$ cat config.mk
export PLATFORM = sky130hd
export DESIGN_NAME = dac_power_clock_offset_regs
export DESIGN_NICKNAME = d
export VERILOG_FILES = /design/src/dac_cfg_pkg.sv /design/src/dac_power_clock_offset_regs.sv /design/src/offset_hold.sv /design/src/therm_decode.sv
export SDC_FILE = /design/constraint.sdc
export NUM_CORES = 1
export LEC_CHECK = 0
export ABC_AREA = 1
export BUFFER_PORTS_ARGS = -buffer_cell sky130_fd_sc_hd__buf_4
export CORE_UTILIZATION = 53
export DETAILED_ROUTE_END_ITERATION = 10
export GPL_TIMING_DRIVEN = 0
export HOLD_SLACK_MARGIN = 0.06
export PLACE_DENSITY = 0.76
export SLEW_MARGIN = 30
export SYNTH_ARGS = -nofsm -noshare
export SYNTH_HDL_FRONTEND = slang
export SYNTH_HIERARCHICAL = 1
export SYNTH_SLANG_ARGS = --single-unit
$ cat constraint.sdc
create_clock -name core_clk_i -period 4.48 [get_ports core_clk_i]
set_clock_uncertainty 0.15 [all_clocks]
set_input_delay 0.448 -clock core_clk_i [delete_from_list [all_inputs] [get_ports core_clk_i]]
set_output_delay 0.448 -clock core_clk_i [all_outputs]
set_load 0.005 [all_outputs]
$ cat src/dac_cfg_pkg.sv
// Purpose: shared constants and carriers for the converter config bank
// Assumes: byte-wide registers on a 5-bit internal register port
// Notes: masks give the bits that hold state; others read as zero
package dac_cfg_pkg;

  // Register addresses
  localparam logic [4:0] ADDR_PWR = 5'h06;
  localparam logic [4:0] ADDR_GAIN = 5'h07;
  localparam logic [4:0] ADDR_DLL_RST = 5'h08;
  localparam logic [4:0] ADDR_PLL_DIV = 5'h09;
  localparam logic [4:0] ADDR_DLL_TUNE = 5'h0A;
  localparam logic [4:0] ADDR_PLL_TUNE = 5'h0B;
  localparam logic [4:0] ADDR_OFS_A_HI = 5'h0C;
  localparam logic [4:0] ADDR_OFS_A_LO = 5'h0D;
  localparam logic [4:0] ADDR_OFS_B_HI = 5'h0E;
  localparam logic [4:0] ADDR_OFS_B_LO = 5'h0F;

  // Reset values
  localparam logic [7:0] RST_PWR = 8'h0C;
  localparam logic [7:0] RST_GAIN = 8'hFF;
  localparam logic [7:0] RST_ZERO = 8'h00;

  // Bits that hold state; reserved and unused bits read zero
  localparam logic [7:0] MASK_PWR = 8'h3F;
  localparam logic [7:0] MASK_FULL = 8'hFF;
  localparam logic [7:0] MASK_DLL_RST = 8'h04;
  localparam logic [7:0] MASK_OFS_A_HI = 8'h3F;
  localparam logic [7:0] MASK_OFS_B_HI = 8'h1F;

  // Power register fields
  localparam int PWR_SLEEP_B = 5;
  localparam int PWR_SLEEP_A = 4;
  localparam int PWR_CORNER_A = 3;
  localparam int PWR_CORNER_B = 2;
  localparam int PWR_PLL_SLEEP = 1;
  localparam int PWR_DLL_SLEEP = 0;

  // Other single-bit fields
  localparam int DLL_RST_BIT = 2;
  localparam int DLL_INVCLK_BIT = 3;
  localparam int PLL_LF_RST_BIT = 7;
  localparam int PLL_HALF_BIT = 6;
  localparam int OFS_SYNC_BIT = 5;

  // Field widths
  localparam int SCALE_W = 4;
  localparam int PLL_M_W = 5;
  localparam int PLL_N_W = 3;
  localparam int DLY_W = 4;
  localparam int IFIX_W = 3;
  localparam int OFS_W = 13;
  localparam int OFS_HI_W = 5;

  // Delay adjust: degrees at code zero and per step
  localparam int DLY_CENTER_DEG = 90;
  localparam int DLY_STEP_DEG = 5;
  // Delay-line bias code that must never be used
  localparam logic [2:0] IFIX_FORBIDDEN = 3'h4;

  // Per-channel converter controls
  typedef struct packed {
    logic sleep;
    logic bias_corner_sel;
    logic [SCALE_W-1:0] current_scale;
    logic [SCALE_W:0] scale_steps;
  } chan_ctrl_t;

  // Delay-locked loop controls
  typedef struct packed {
    logic sleep;
    logic restart;
    logic filter_discharge;
    logic mid_bias;
    logic [DLY_W-1:0] delay_code;
    logic [7:0] delay_deg;
    logic invclk;
    logic [IFIX_W-1:0] ifixed;
    logic ifixed_illegal;
  } dll_ctrl_t;

  // Clock multiplier controls
  typedef struct packed {
    logic sleep;
    logic loop_filter_discharge;
    logic oscillator_halving;
    logic [1:0] post_div;
    logic [1:0] gain;
    logic [3:0] range;
    logic [PLL_M_W:0] mult;
    logic mult_valid;
    logic [PLL_N_W:0] div;
    logic div_valid;
  } pll_ctrl_t;

endpackage : dac_cfg_pkg

$ cat src/dac_power_clock_offset_regs.sv
// Purpose: power, gain, delay loop, clock multiplier and offset config
// Assumes: write and read strobes come from the serial port logic
// Notes: controls follow a write two clock edges later
module dac_power_clock_offset_regs (
  input wire logic core_clk_i,
  input wire logic rst_n_i,
  input wire logic wr_en_i,
  input wire logic [4:0] wr_addr_i,
  input wire logic [7:0] wr_data_i,
  input wire logic rd_en_i,
  input wire logic [4:0] rd_addr_i,
  output logic [7:0] rd_data_o,
  output logic rd_valid_o,
  input wire logic dll_lock_raw_i,
  output logic dll_lock_o,
  output dac_cfg_pkg::chan_ctrl_t chan_a_ctrl_o,
  output dac_cfg_pkg::chan_ctrl_t chan_b_ctrl_o,
  output dac_cfg_pkg::dll_ctrl_t dll_ctrl_o,
  output dac_cfg_pkg::pll_ctrl_t pll_ctrl_o,
  output logic [dac_cfg_pkg::OFS_W-1:0] chan_a_offset_o,
  output logic [dac_cfg_pkg::OFS_W-1:0] chan_b_offset_o
);

  // Byte registers of the bank
  typedef struct packed {
    logic [7:0] pwr;
    logic [7:0] gain;
    logic [7:0] dll_rst;
    logic [7:0] pll_div;
    logic [7:0] dll_tune;
    logic [7:0] pll_tune;
    logic [7:0] ofs_a_hi;
    logic [7:0] ofs_a_lo;
    logic [7:0] ofs_b_hi;
    logic [7:0] ofs_b_lo;
  } bank_t;

  // Module state apart from the working offsets, which sit in offset_hold
  typedef struct packed {
    bank_t bank;
    logic [7:0] rd_data;
    logic rd_valid;
    logic lock_meta;
    logic lock_sync;
    logic dll_lock;
    logic ofs_load;
    dac_cfg_pkg::chan_ctrl_t chan_a;
    dac_cfg_pkg::chan_ctrl_t chan_b;
    dac_cfg_pkg::dll_ctrl_t dll;
    dac_cfg_pkg::pll_ctrl_t pll;
  } state_t;

  state_t state_reg;
  state_t state_next;

  logic [dac_cfg_pkg::PLL_M_W:0] mult_val;
  logic mult_ok;
  logic [dac_cfg_pkg::PLL_N_W:0] div_val;
  logic div_ok;
  logic [dac_cfg_pkg::OFS_W-1:0] staged_a;
  logic [dac_cfg_pkg::OFS_W-1:0] staged_b;
  logic signed [9:0] delay_deg_s;

  // Thermometer decoders for the M and N dividers
  therm_decode #(
    .CODE_W(dac_cfg_pkg::PLL_M_W)
  ) u_mult_dec (
    .code_i(state_reg.bank.pll_div[7:3]),
    .value_o(mult_val),
    .valid_o(mult_ok)
  );

  therm_decode #(
    .CODE_W(dac_cfg_pkg::PLL_N_W)
  ) u_div_dec (
    .code_i(state_reg.bank.pll_div[2:0]),
    .value_o(div_val),
    .valid_o(div_ok)
  );

  // Staged offsets assembled from high and low bytes
  assign staged_a = {state_reg.bank.ofs_a_hi[dac_cfg_pkg::OFS_HI_W-1:0],
                     state_reg.bank.ofs_a_lo};
  assign staged_b = {state_reg.bank.ofs_b_hi[dac_cfg_pkg::OFS_HI_W-1:0],
                     state_reg.bank.ofs_b_lo};

  // Working offsets, loaded together on one pulse
  offset_hold #(
    .W(dac_cfg_pkg::OFS_W)
  ) u_ofs_a (
    .core_clk_i(core_clk_i),
    .rst_n_i(rst_n_i),
    .load_i(state_reg.ofs_load),
    .staged_i(staged_a),
    .held_o(chan_a_offset_o)
  );

  offset_hold #(
    .W(dac_cfg_pkg::OFS_W)
  ) u_ofs_b (
    .core_clk_i(core_clk_i),
    .rst_n_i(rst_n_i),
    .load_i(state_reg.ofs_load),
    .staged_i(staged_b),
    .held_o(chan_b_offset_o)
  );

  // Delay adjust in degrees: signed code times step about centre
  assign delay_deg_s = 10'(dac_cfg_pkg::DLY_CENTER_DEG)
                     + 10'(dac_cfg_pkg::DLY_STEP_DEG)
                     * 10'($signed(state_reg.bank.dll_tune[7:4]));

  // Next-state logic: writes, reads, lock sync and decoded controls
  always_comb begin
    state_next = state_reg;
    state_next.rd_valid = 1'b0;
    state_next.ofs_load = 1'b0;

    // Register writes; masks keep reserved bits at zero
    if (wr_en_i) begin
      unique case (wr_addr_i)
        dac_cfg_pkg::ADDR_PWR: begin
          state_next.bank.pwr = wr_data_i & dac_cfg_pkg::MASK_PWR;
        end
        dac_cfg_pkg::ADDR_GAIN: begin
          state_next.bank.gain = wr_data_i;
        end
        dac_cfg_pkg::ADDR_DLL_RST: begin
          state_next.bank.dll_rst = wr_data_i & dac_cfg_pkg::MASK_DLL_RST;
        end
        dac_cfg_pkg::ADDR_PLL_DIV: begin
          state_next.bank.pll_div = wr_data_i;
        end
        dac_cfg_pkg::ADDR_DLL_TUNE: begin
          state_next.bank.dll_tune = wr_data_i;
        end
        dac_cfg_pkg::ADDR_PLL_TUNE: begin
          state_next.bank.pll_tune = wr_data_i;
        end
        dac_cfg_pkg::ADDR_OFS_A_HI: begin
          // Strobe keeps its written value, no self-clear
          state_next.bank.ofs_a_hi = wr_data_i & dac_cfg_pkg::MASK_OFS_A_HI;
          // Only a zero-to-one change of the strobe transfers
          state_next.ofs_load = wr_data_i[dac_cfg_pkg::OFS_SYNC_BIT]
            & ~state_reg.bank.ofs_a_hi[dac_cfg_pkg::OFS_SYNC_BIT];
        end
        dac_cfg_pkg::ADDR_OFS_A_LO: begin
          state_next.bank.ofs_a_lo = wr_data_i;
        end
        dac_cfg_pkg::ADDR_OFS_B_HI: begin
          state_next.bank.ofs_b_hi = wr_data_i & dac_cfg_pkg::MASK_OFS_B_HI;
        end
        dac_cfg_pkg::ADDR_OFS_B_LO: begin
          state_next.bank.ofs_b_lo = wr_data_i;
        end
        default: begin
          // Writes elsewhere are not this bank's and are dropped
        end
      endcase
    end

    // Register reads; unmapped addresses answer zero
    if (rd_en_i) begin
      state_next.rd_valid = 1'b1;
      unique case (rd_addr_i)
        dac_cfg_pkg::ADDR_PWR: state_next.rd_data = state_reg.bank.pwr;
        dac_cfg_pkg::ADDR_GAIN: state_next.rd_data = state_reg.bank.gain;
        dac_cfg_pkg::ADDR_DLL_RST: state_next.rd_data = state_reg.bank.dll_rst;
        dac_cfg_pkg::ADDR_PLL_DIV: state_next.rd_data = state_reg.bank.pll_div;
        dac_cfg_pkg::ADDR_DLL_TUNE: state_next.rd_data = state_reg.bank.dll_tune;
        dac_cfg_pkg::ADDR_PLL_TUNE: state_next.rd_data = state_reg.bank.pll_tune;
        dac_cfg_pkg::ADDR_OFS_A_HI: state_next.rd_data = state_reg.bank.ofs_a_hi;
        dac_cfg_pkg::ADDR_OFS_A_LO: state_next.rd_data = state_reg.bank.ofs_a_lo;
        dac_cfg_pkg::ADDR_OFS_B_HI: state_next.rd_data = state_reg.bank.ofs_b_hi;
        dac_cfg_pkg::ADDR_OFS_B_LO: state_next.rd_data = state_reg.bank.ofs_b_lo;
        default: state_next.rd_data = dac_cfg_pkg::RST_ZERO;
      endcase
    end

    // Lock indicator comes from the analog loop; two flops first
    state_next.lock_meta = dll_lock_raw_i;
    state_next.lock_sync = state_reg.lock_meta;
    // Restart wins over a stale lock from before the restart
    state_next.dll_lock = state_reg.lock_sync
      & ~state_reg.bank.dll_rst[dac_cfg_pkg::DLL_RST_BIT];

    // Channel A converter controls
    state_next.chan_a.sleep =
      state_reg.bank.pwr[dac_cfg_pkg::PWR_SLEEP_A];
    state_next.chan_a.bias_corner_sel =
      state_reg.bank.pwr[dac_cfg_pkg::PWR_CORNER_A];
    state_next.chan_a.current_scale = state_reg.bank.gain[7:4];
    state_next.chan_a.scale_steps =
      {1'b0, state_reg.bank.gain[7:4]} + 5'h01;

    // Channel B converter controls
    state_next.chan_b.sleep =
      state_reg.bank.pwr[dac_cfg_pkg::PWR_SLEEP_B];
    state_next.chan_b.bias_corner_sel =
      state_reg.bank.pwr[dac_cfg_pkg::PWR_CORNER_B];
    state_next.chan_b.current_scale = state_reg.bank.gain[3:0];
    state_next.chan_b.scale_steps =
      {1'b0, state_reg.bank.gain[3:0]} + 5'h01;

    // Delay-locked loop controls
    state_next.dll.sleep =
      state_reg.bank.pwr[dac_cfg_pkg::PWR_DLL_SLEEP];
    state_next.dll.restart =
      state_reg.bank.dll_rst[dac_cfg_pkg::DLL_RST_BIT];
    // Filter held discharged and line at mid bias while restarting
    state_next.dll.filter_discharge =
      state_reg.bank.dll_rst[dac_cfg_pkg::DLL_RST_BIT];
    state_next.dll.mid_bias =
      state_reg.bank.dll_rst[dac_cfg_pkg::DLL_RST_BIT];
    state_next.dll.delay_code = state_reg.bank.dll_tune[7:4];
    state_next.dll.delay_deg = delay_deg_s[7:0];
    state_next.dll.invclk =
      state_reg.bank.dll_tune[dac_cfg_pkg::DLL_INVCLK_BIT];
    state_next.dll.ifixed = state_reg.bank.dll_tune[2:0];
    // Forbidden code still passes, but is flagged for the analog side
    state_next.dll.ifixed_illegal =
      (state_reg.bank.dll_tune[2:0] == dac_cfg_pkg::IFIX_FORBIDDEN);

    // Clock multiplier controls
    state_next.pll.sleep =
      state_reg.bank.pwr[dac_cfg_pkg::PWR_PLL_SLEEP];
    state_next.pll.loop_filter_discharge =
      state_reg.bank.pll_tune[dac_cfg_pkg::PLL_LF_RST_BIT];
    state_next.pll.oscillator_halving =
      state_reg.bank.pll_tune[dac_cfg_pkg::PLL_HALF_BIT];
    state_next.pll.post_div =
      state_reg.bank.pll_tune[dac_cfg_pkg::PLL_HALF_BIT] ? 2'h2 : 2'h1;
    state_next.pll.gain = state_reg.bank.pll_tune[5:4];
    state_next.pll.range = state_reg.bank.pll_tune[3:0];
    // Oscillator ratio M over N; invalid codes give zero and no valid
    state_next.pll.mult = mult_val;
    state_next.pll.mult_valid = mult_ok;
    state_next.pll.div = div_val;
    state_next.pll.div_valid = div_ok;
  end

  // State register; reset restores every listed default
  always_ff @(posedge core_clk_i or negedge rst_n_i) begin
    if (!rst_n_i) begin
      state_reg <= '0;
      state_reg.bank.pwr <= dac_cfg_pkg::RST_PWR;
      state_reg.bank.gain <= dac_cfg_pkg::RST_GAIN;
      state_reg.chan_a.bias_corner_sel <= 1'b1;
      state_reg.chan_b.bias_corner_sel <= 1'b1;
      state_reg.chan_a.current_scale <= 4'hF;
      state_reg.chan_b.current_scale <= 4'hF;
      state_reg.chan_a.scale_steps <= 5'h10;
      state_reg.chan_b.scale_steps <= 5'h10;
      state_reg.dll.delay_deg <= 8'h5A;
      state_reg.pll.post_div <= 2'h1;
      state_reg.pll.mult <= 6'h01;
      state_reg.pll.mult_valid <= 1'b1;
      state_reg.pll.div <= 4'h1;
      state_reg.pll.div_valid <= 1'b1;
    end else begin
      state_reg <= state_next;
    end
  end

  // Outputs straight from flip-flops
  assign rd_data_o = state_reg.rd_data;
  assign rd_valid_o = state_reg.rd_valid;
  assign dll_lock_o = state_reg.dll_lock;
  assign chan_a_ctrl_o = state_reg.chan_a;
  assign chan_b_ctrl_o = state_reg.chan_b;
  assign dll_ctrl_o = state_reg.dll;
  assign pll_ctrl_o = state_reg.pll;

endmodule : dac_power_clock_offset_regs

$ cat src/offset_hold.sv
// Purpose: working offset register loaded only on the transfer pulse
// Assumes: load_i is a one-cycle pulse from the same clock
// Notes: clears to zero on reset
module offset_hold #(
  parameter int W = 13
) (
  input wire logic core_clk_i,
  input wire logic rst_n_i,
  input wire logic load_i,
  input wire logic [W-1:0] staged_i,
  output logic [W-1:0] held_o
);

  // Double buffer: staged writes never reach here directly
  always_ff @(posedge core_clk_i or negedge rst_n_i) begin
    if (!rst_n_i) begin
      held_o <= '0;
    end else if (load_i) begin
      held_o <= staged_i;
    end
  end

endmodule : offset_hold

$ cat src/therm_decode.sv
// Purpose: decode a thermometer-coded divider field to its value
// Assumes: legal codes are zero or a run of ones from bit 0
// Notes: for a legal code the value equals the code plus one
module therm_decode #(
  parameter int CODE_W = 3
) (
  input wire logic [CODE_W-1:0] code_i,
  output logic [CODE_W:0] value_o,
  output logic valid_o
);

  logic [CODE_W:0] code_ext;
  logic [CODE_W:0] plus_one;

  // Run of ones plus one is a power of two
  always_comb begin
    code_ext = {1'b0, code_i};
    plus_one = code_ext + {{CODE_W{1'b0}}, 1'b1};
    valid_o = ((code_ext & plus_one) == '0);
    value_o = valid_o ? plus_one : '0;
  end

endmodule : therm_decode
-- Yosys cells after proc, flatten, opt, wreduce, memory -nomap -nowiden
Index checks and enable logic that the tools add are counted.
- bits in registers: 169
- input bits: 23
- output and inout port bits: 102
- logic and storage cells: 95
- add/subtract/negate cells: 5
- multipliers: 1
- equal/unequal tests: 21
- mux-type cells: 7
- bitwise logic cells: 6
- reduce and logical (&&, ||, !) cells: 12
- operators by type and width (kind ; number):
    $eq A5 B4 Y1 const B ; 16
    $pmux W8 S10 ; 1
    $eq A5 B3 Y1 const B ; 4
    $reduce_and A2 Y1 ; 10
    $add A4 B1 Y5 const B ; 2
    $add A8 B8 Y8 const A ; 1
    $mul A4 B4 Y8 const A ; 1
    $add A5 B1 Y6 const B ; 1
    $and A5 B6 Y6 ; 1
    $logic_not A6 Y1 ; 1
    $mux W6 ; 1
    $add A3 B1 Y4 const B ; 1
    $and A3 B4 Y4 ; 1
    $logic_not A4 Y1 ; 1
    $mux W4 ; 1
    $eq A3 B3 Y1 const B ; 1
    $mux W1 ; 3
    $and A1 B1 Y1 ; 2
    $mux W2 ; 1
    $not A1 Y1 ; 2

-- Logic depth before layout (Yosys ltp)
- depth after elaboration: 4
- gate-level depth with buffers: 10
- mapped depth without buffers: 10

-- Modules after synthesis
Netlist, hierarchy kept.
- by module, submodules not included (module ; instances ; cells an instance ; area an instance (µm²) ; sequential area each (µm²)):
    dac_power_clock_offset_regs ; 1 ; 612 ; 6013.3 ; 3567.2
    offset_hold ; 2 ; 55 ; 494.2 ; 325.3
    therm_decode at u_mult_dec ; 1 ; 22 ; 137.6 ; 0.0
    therm_decode at u_div_dec ; 1 ; 17 ; 78.8 ; 0.0

-- Least setup slack after synthesis
Ideal clock, no wire load.
- kind: register -> register
- from: reg state_reg, in the netlist state_next[39]
- to: reg state_reg, in the netlist dll_ctrl_o[11]
- library setup time: 0.081 ns
- arrival time: 1.938 ns
- data required time: 4.249 ns
- slack: 2.311 ns
- stages on the path, launching flop included: 9
- buffers on the path: 0
- clock period less this slack: 2.169 ns
- cells stage by stage: dfrtp_1 > inv_1 > ha_1 > fa_1 > inv_1 > ha_1 > nand3_1 > nand3_1 > xor2_1
- word-level cells in the longest chain between the ends: 2
- RTL lines (element ; line ; RTL):
    start: declaration ; dac_power_clock_offset_regs.sv:53 ; state_t state_reg;
    start signal: assignment ; dac_power_clock_offset_regs.sv:261 ; state_reg <= state_next;
    $mul A4 B4 Y8 ; dac_power_clock_offset_regs.sv:111 ; * 10'($signed(state_reg.bank.dll_tune[7:4]));
    $add A8 B8 Y8 ; dac_power_clock_offset_regs.sv:110 ; + 10'(dac_cfg_pkg::DLY_STEP_DEG)
    named net delay_deg_s[6] ; dac_power_clock_offset_regs.sv:62 ; logic signed [9:0] delay_deg_s;
The timed path passes the listed nets, and every way through them passes these cells.
A chain may end at the register's enable or synchronous reset.

-- Worst setup path after layout
Same ends and word-level chain as after synthesis.

==> impl_metrics.json <==
{
  "outcome": "complete, no violations",
  "gr-total-overflow": 0,
  "p_int_mw": 3.16,
  "r2r_end": "dll_ctrl_o[11]",
  "ir_drop_mv": 0.225,
  "grt_pass1_wl_mm": 26.1,
  "p_per_area_nw_per_um2": 474,
  "rows": 42,
  "synth_top_family_by_area": "simple AND/OR/NAND/NOR gates",
  "holdPathStages": 3,
  "holdWs_ns": 0.159,
  "hold_path_class": "in2reg",
  "fillers": 1068,
  "path_max_fanout": 5,
  "synthAdderAreaFrac": 0.0333,
  "drtPass1Iterations": 5,
  "grt_pass1_vias": 5254,
  "ys_types": 32,
  "drive_above_1_share": 0.322,
  "netSwitchingPower_mw": 1.11,
  "synth-main-ff-cell": "dfrtp_1",
  "largest_reg_flops": 32,
  "met1_length_mm": 6.71,
  "post-route-util": 0.681,
  "synth_area_leader_cell": "dfrtp_1",
  "slew_violations": 0,
  "vias_per_cell": 4.89,
  "cts_max_level": 4,
  "max_freq_mhz": 425,
  "syn-mean-instance-area_um2": 9.49,
  "hp-start": "wr_data_i[5]",
  "yosys-top-cells-area": "dfrtp_1, nand2_1, dfstp_2, buf_4, inv_1",
  "synthXorXnorAreaFrac": 0.00728,
  "path_cells": "inv_1, ha_1, fa_1, inv_1, ha_1, nand3_1, nand3_1, xor2_1",
  "tightest_slew_ns": 0.609,
  "cts_tree": "done",
  "initial_core_util": 0.545,
  "fp.dieArea_um2": 14100,
  "synth_nets": 802,
  "numCtsBuffers": 17,
  "synth_top_area_frac": 0.471,
  "rsz0062_at_grt": "false",
  "setup_violations": 0,
  "power_leakage_nw": 4.80,
  "synth_edf_count": 0,
  "syn-cell-area_um2": 7220,
  "synth_seq_area_share": 0.584,
  "antenna_cells": 0,
  "layout.nets": 949,
  "rr_startpoint": "state_next[39]",
  "die_w_um": 119,
  "fp.dieH_um": 119,
  "critPathLaunchType": "flip-flop",
  "ant_nets": 0,
  "drt_iter0_markers": 432,
  "wl_per_cell_um": 14.0,
  "synth_compound_area_frac": 0.0520,
  "wl_mm": 15.4,
  "drv_cap": 0,
  "crit_path_end_kind": "flip-flop",
  "grt_max_degree": 88,
  "synth_async_sr_flop_share": 1.00,
  "synth-simple-area-share": 0.199,
  "antenna_found_initial": 0,
  "dp_hpwl_mm": 10.8,
  "cts_sinks": 167,
  "clock_latency_ns": 0.43,
  "relSlewSlack": 0.594,
  "muxShareOfSynthArea": 0,
  "hold_end": "state_reg[108]",
  "io_pins": 125,
  "yosysWarnings": 6,
  "cts_resized": 0,
  "critPathRequiredTime_ns": 4.67,
  "path_clk_slew_ns": 0.06,
  "r2r_slack_ns": 2.13,
  "cpPeakStageDelay_ns": 0.60,
  "area_growth_pct": 25.0,
  "synth.top_cells.by_count": "nand2_1, dfrtp_1, buf_4, inv_1",
  "ys_ff_latch": 167,
  "power.clock.fraction": 0.336,
  "tns_ns": 0,
  "gr-usage-all-layers": 0.240,
  "period_share": 0.526,
  "reg2reg_depth": 8,
  "core_area_um2": 13200,
  "crit_slowest_cell": "fa_1",
  "fin_crit_ns": 2.35,
  "wl_met3_um": 928,
  "wl_met2_mm": 7.43,
  "io_buffers": 124,
  "p_sw_frac": 0.261,
  "p_comb_frac": 0.197,
  "vias": 5362,
  "root_buffer": "clkbuf_16",
  "highest_layer": "met4",
  "route.detailed.drc": 0,
  "yosysMostFrequentCell": "nand2_1",
  "hold_viol": 0,
  "syn_inst": 761,
  "path_class": "reg2reg",
  "p_seq_frac": 0.467,
  "clockBufferDepth": 2,
  "gp_congestion": 0.892,
  "worstPathArrival_ns": 2.54
}
==> power by group through the flow <==
stage | clock network (mW) | logic, mW | registers, mW
after floorplan | 0 | 0.492 | 1.96
after global placement | 0 | 0.821 | 2.01
after detailed placement | 0 | 0.849 | 2.02
after global routing | 1.52 | 0.941 | 2.03
final | 1.44 | 0.842 | 2.00
after CTS | 1.45 | 0.855 | 2.00
==> cell type report <==
cell class	count	area, um2	area share
Clock buffer	21	460	0.0510
Timing Repair Buffer	128	996	0.110
Sequential cell	167	4220	0.468
Buffer	88	668	0.0741
Inverter	60	226	0.0251
Tap cell	176	220	0.0244
Multi-Input combinational cell	446	2110	0.233
Clock inverter	11	125	0.0139
==> critical path, delay by kind of cell (launching register included) <==
family / cells / cell delay [ns]
flops: 1 / 0.43
simple gates: 2 / 0.16
xor+xnor: 1 / 0.15
fa+ha+maj: 3 / 1.20
buf+inv: 2 / 0.20
==> how the worst max path moves through the flow <==
| stage | from | slack (ns) | end | cells past startpoint |
|---|---|---|---|---|
| after floorplan | state_next[39] | 2.31 | dll_ctrl_o[11] | 8 |
| after global placement | rst_n_i | 1.98 | pll_ctrl_o[8] | 1 |
| after detailed placement | state_next[39] | 2.15 | dll_ctrl_o[11] | 8 |
| after CTS | state_next[39] | 2.13 | dll_ctrl_o[11] | 8 |
| after global routing | state_next[39] | 2.02 | dll_ctrl_o[11] | 8 |
| final | state_next[39] | 2.13 | dll_ctrl_o[11] | 8 |
==> metal layers <==
metal  vias to the layer above  GRT usage
li1                       2599          -
met1                      2538      0.331
met2                       195      0.378
met3                        30     0.0512
met4                         0     0.0839
met5                         -          0
==> cells by family (layout without fill, tap and decap cells) <==
kind of cell / count (synthesis) / after routing
AOI/OAI and AO/OA: 73 / 73
xor gates and xnor gates: 6 / 6
adders and majority gates: 18 / 18
buffers and inverters: 148 / 308
DFF: 167 / 167
and+or+nand+nor: 349 / 349
==> through the flow <==
stage                     cell area, um2  cells  setup WS, ns  total power, mW
after detailed placement            8400   1062          2.15             2.87
final                               9020   1097          2.13             4.27
after floorplan                     7220    761          2.31             2.45
after global routing                9020   1097          2.02             4.49
after global placement              8370   1061          1.98             2.83
after CTS                           9020   1097          2.13             4.30
==> timing repair <==
action / in CTS / in global routing
buffers inserted: 0 / 0
hold buffers: 3 / 0
endpoints found under the hold margin: 78 / 0
==> cell usage in the layout, fill, tap and decap left out, types with 5 or more instances in the layout <==
cell type	instances
nand2_1	257
buf_4	200
dfrtp_1	136
inv_1	55
nor2_1	37
o21ai_1	37
dfstp_2	31
o21ai_0	28
nand3_1	27
clkbuf_16	17
ha_1	16
nor2_2	8
nand2_2	7
buf_6	6
xor2_1	5
(Power assumes the default switching activity.)
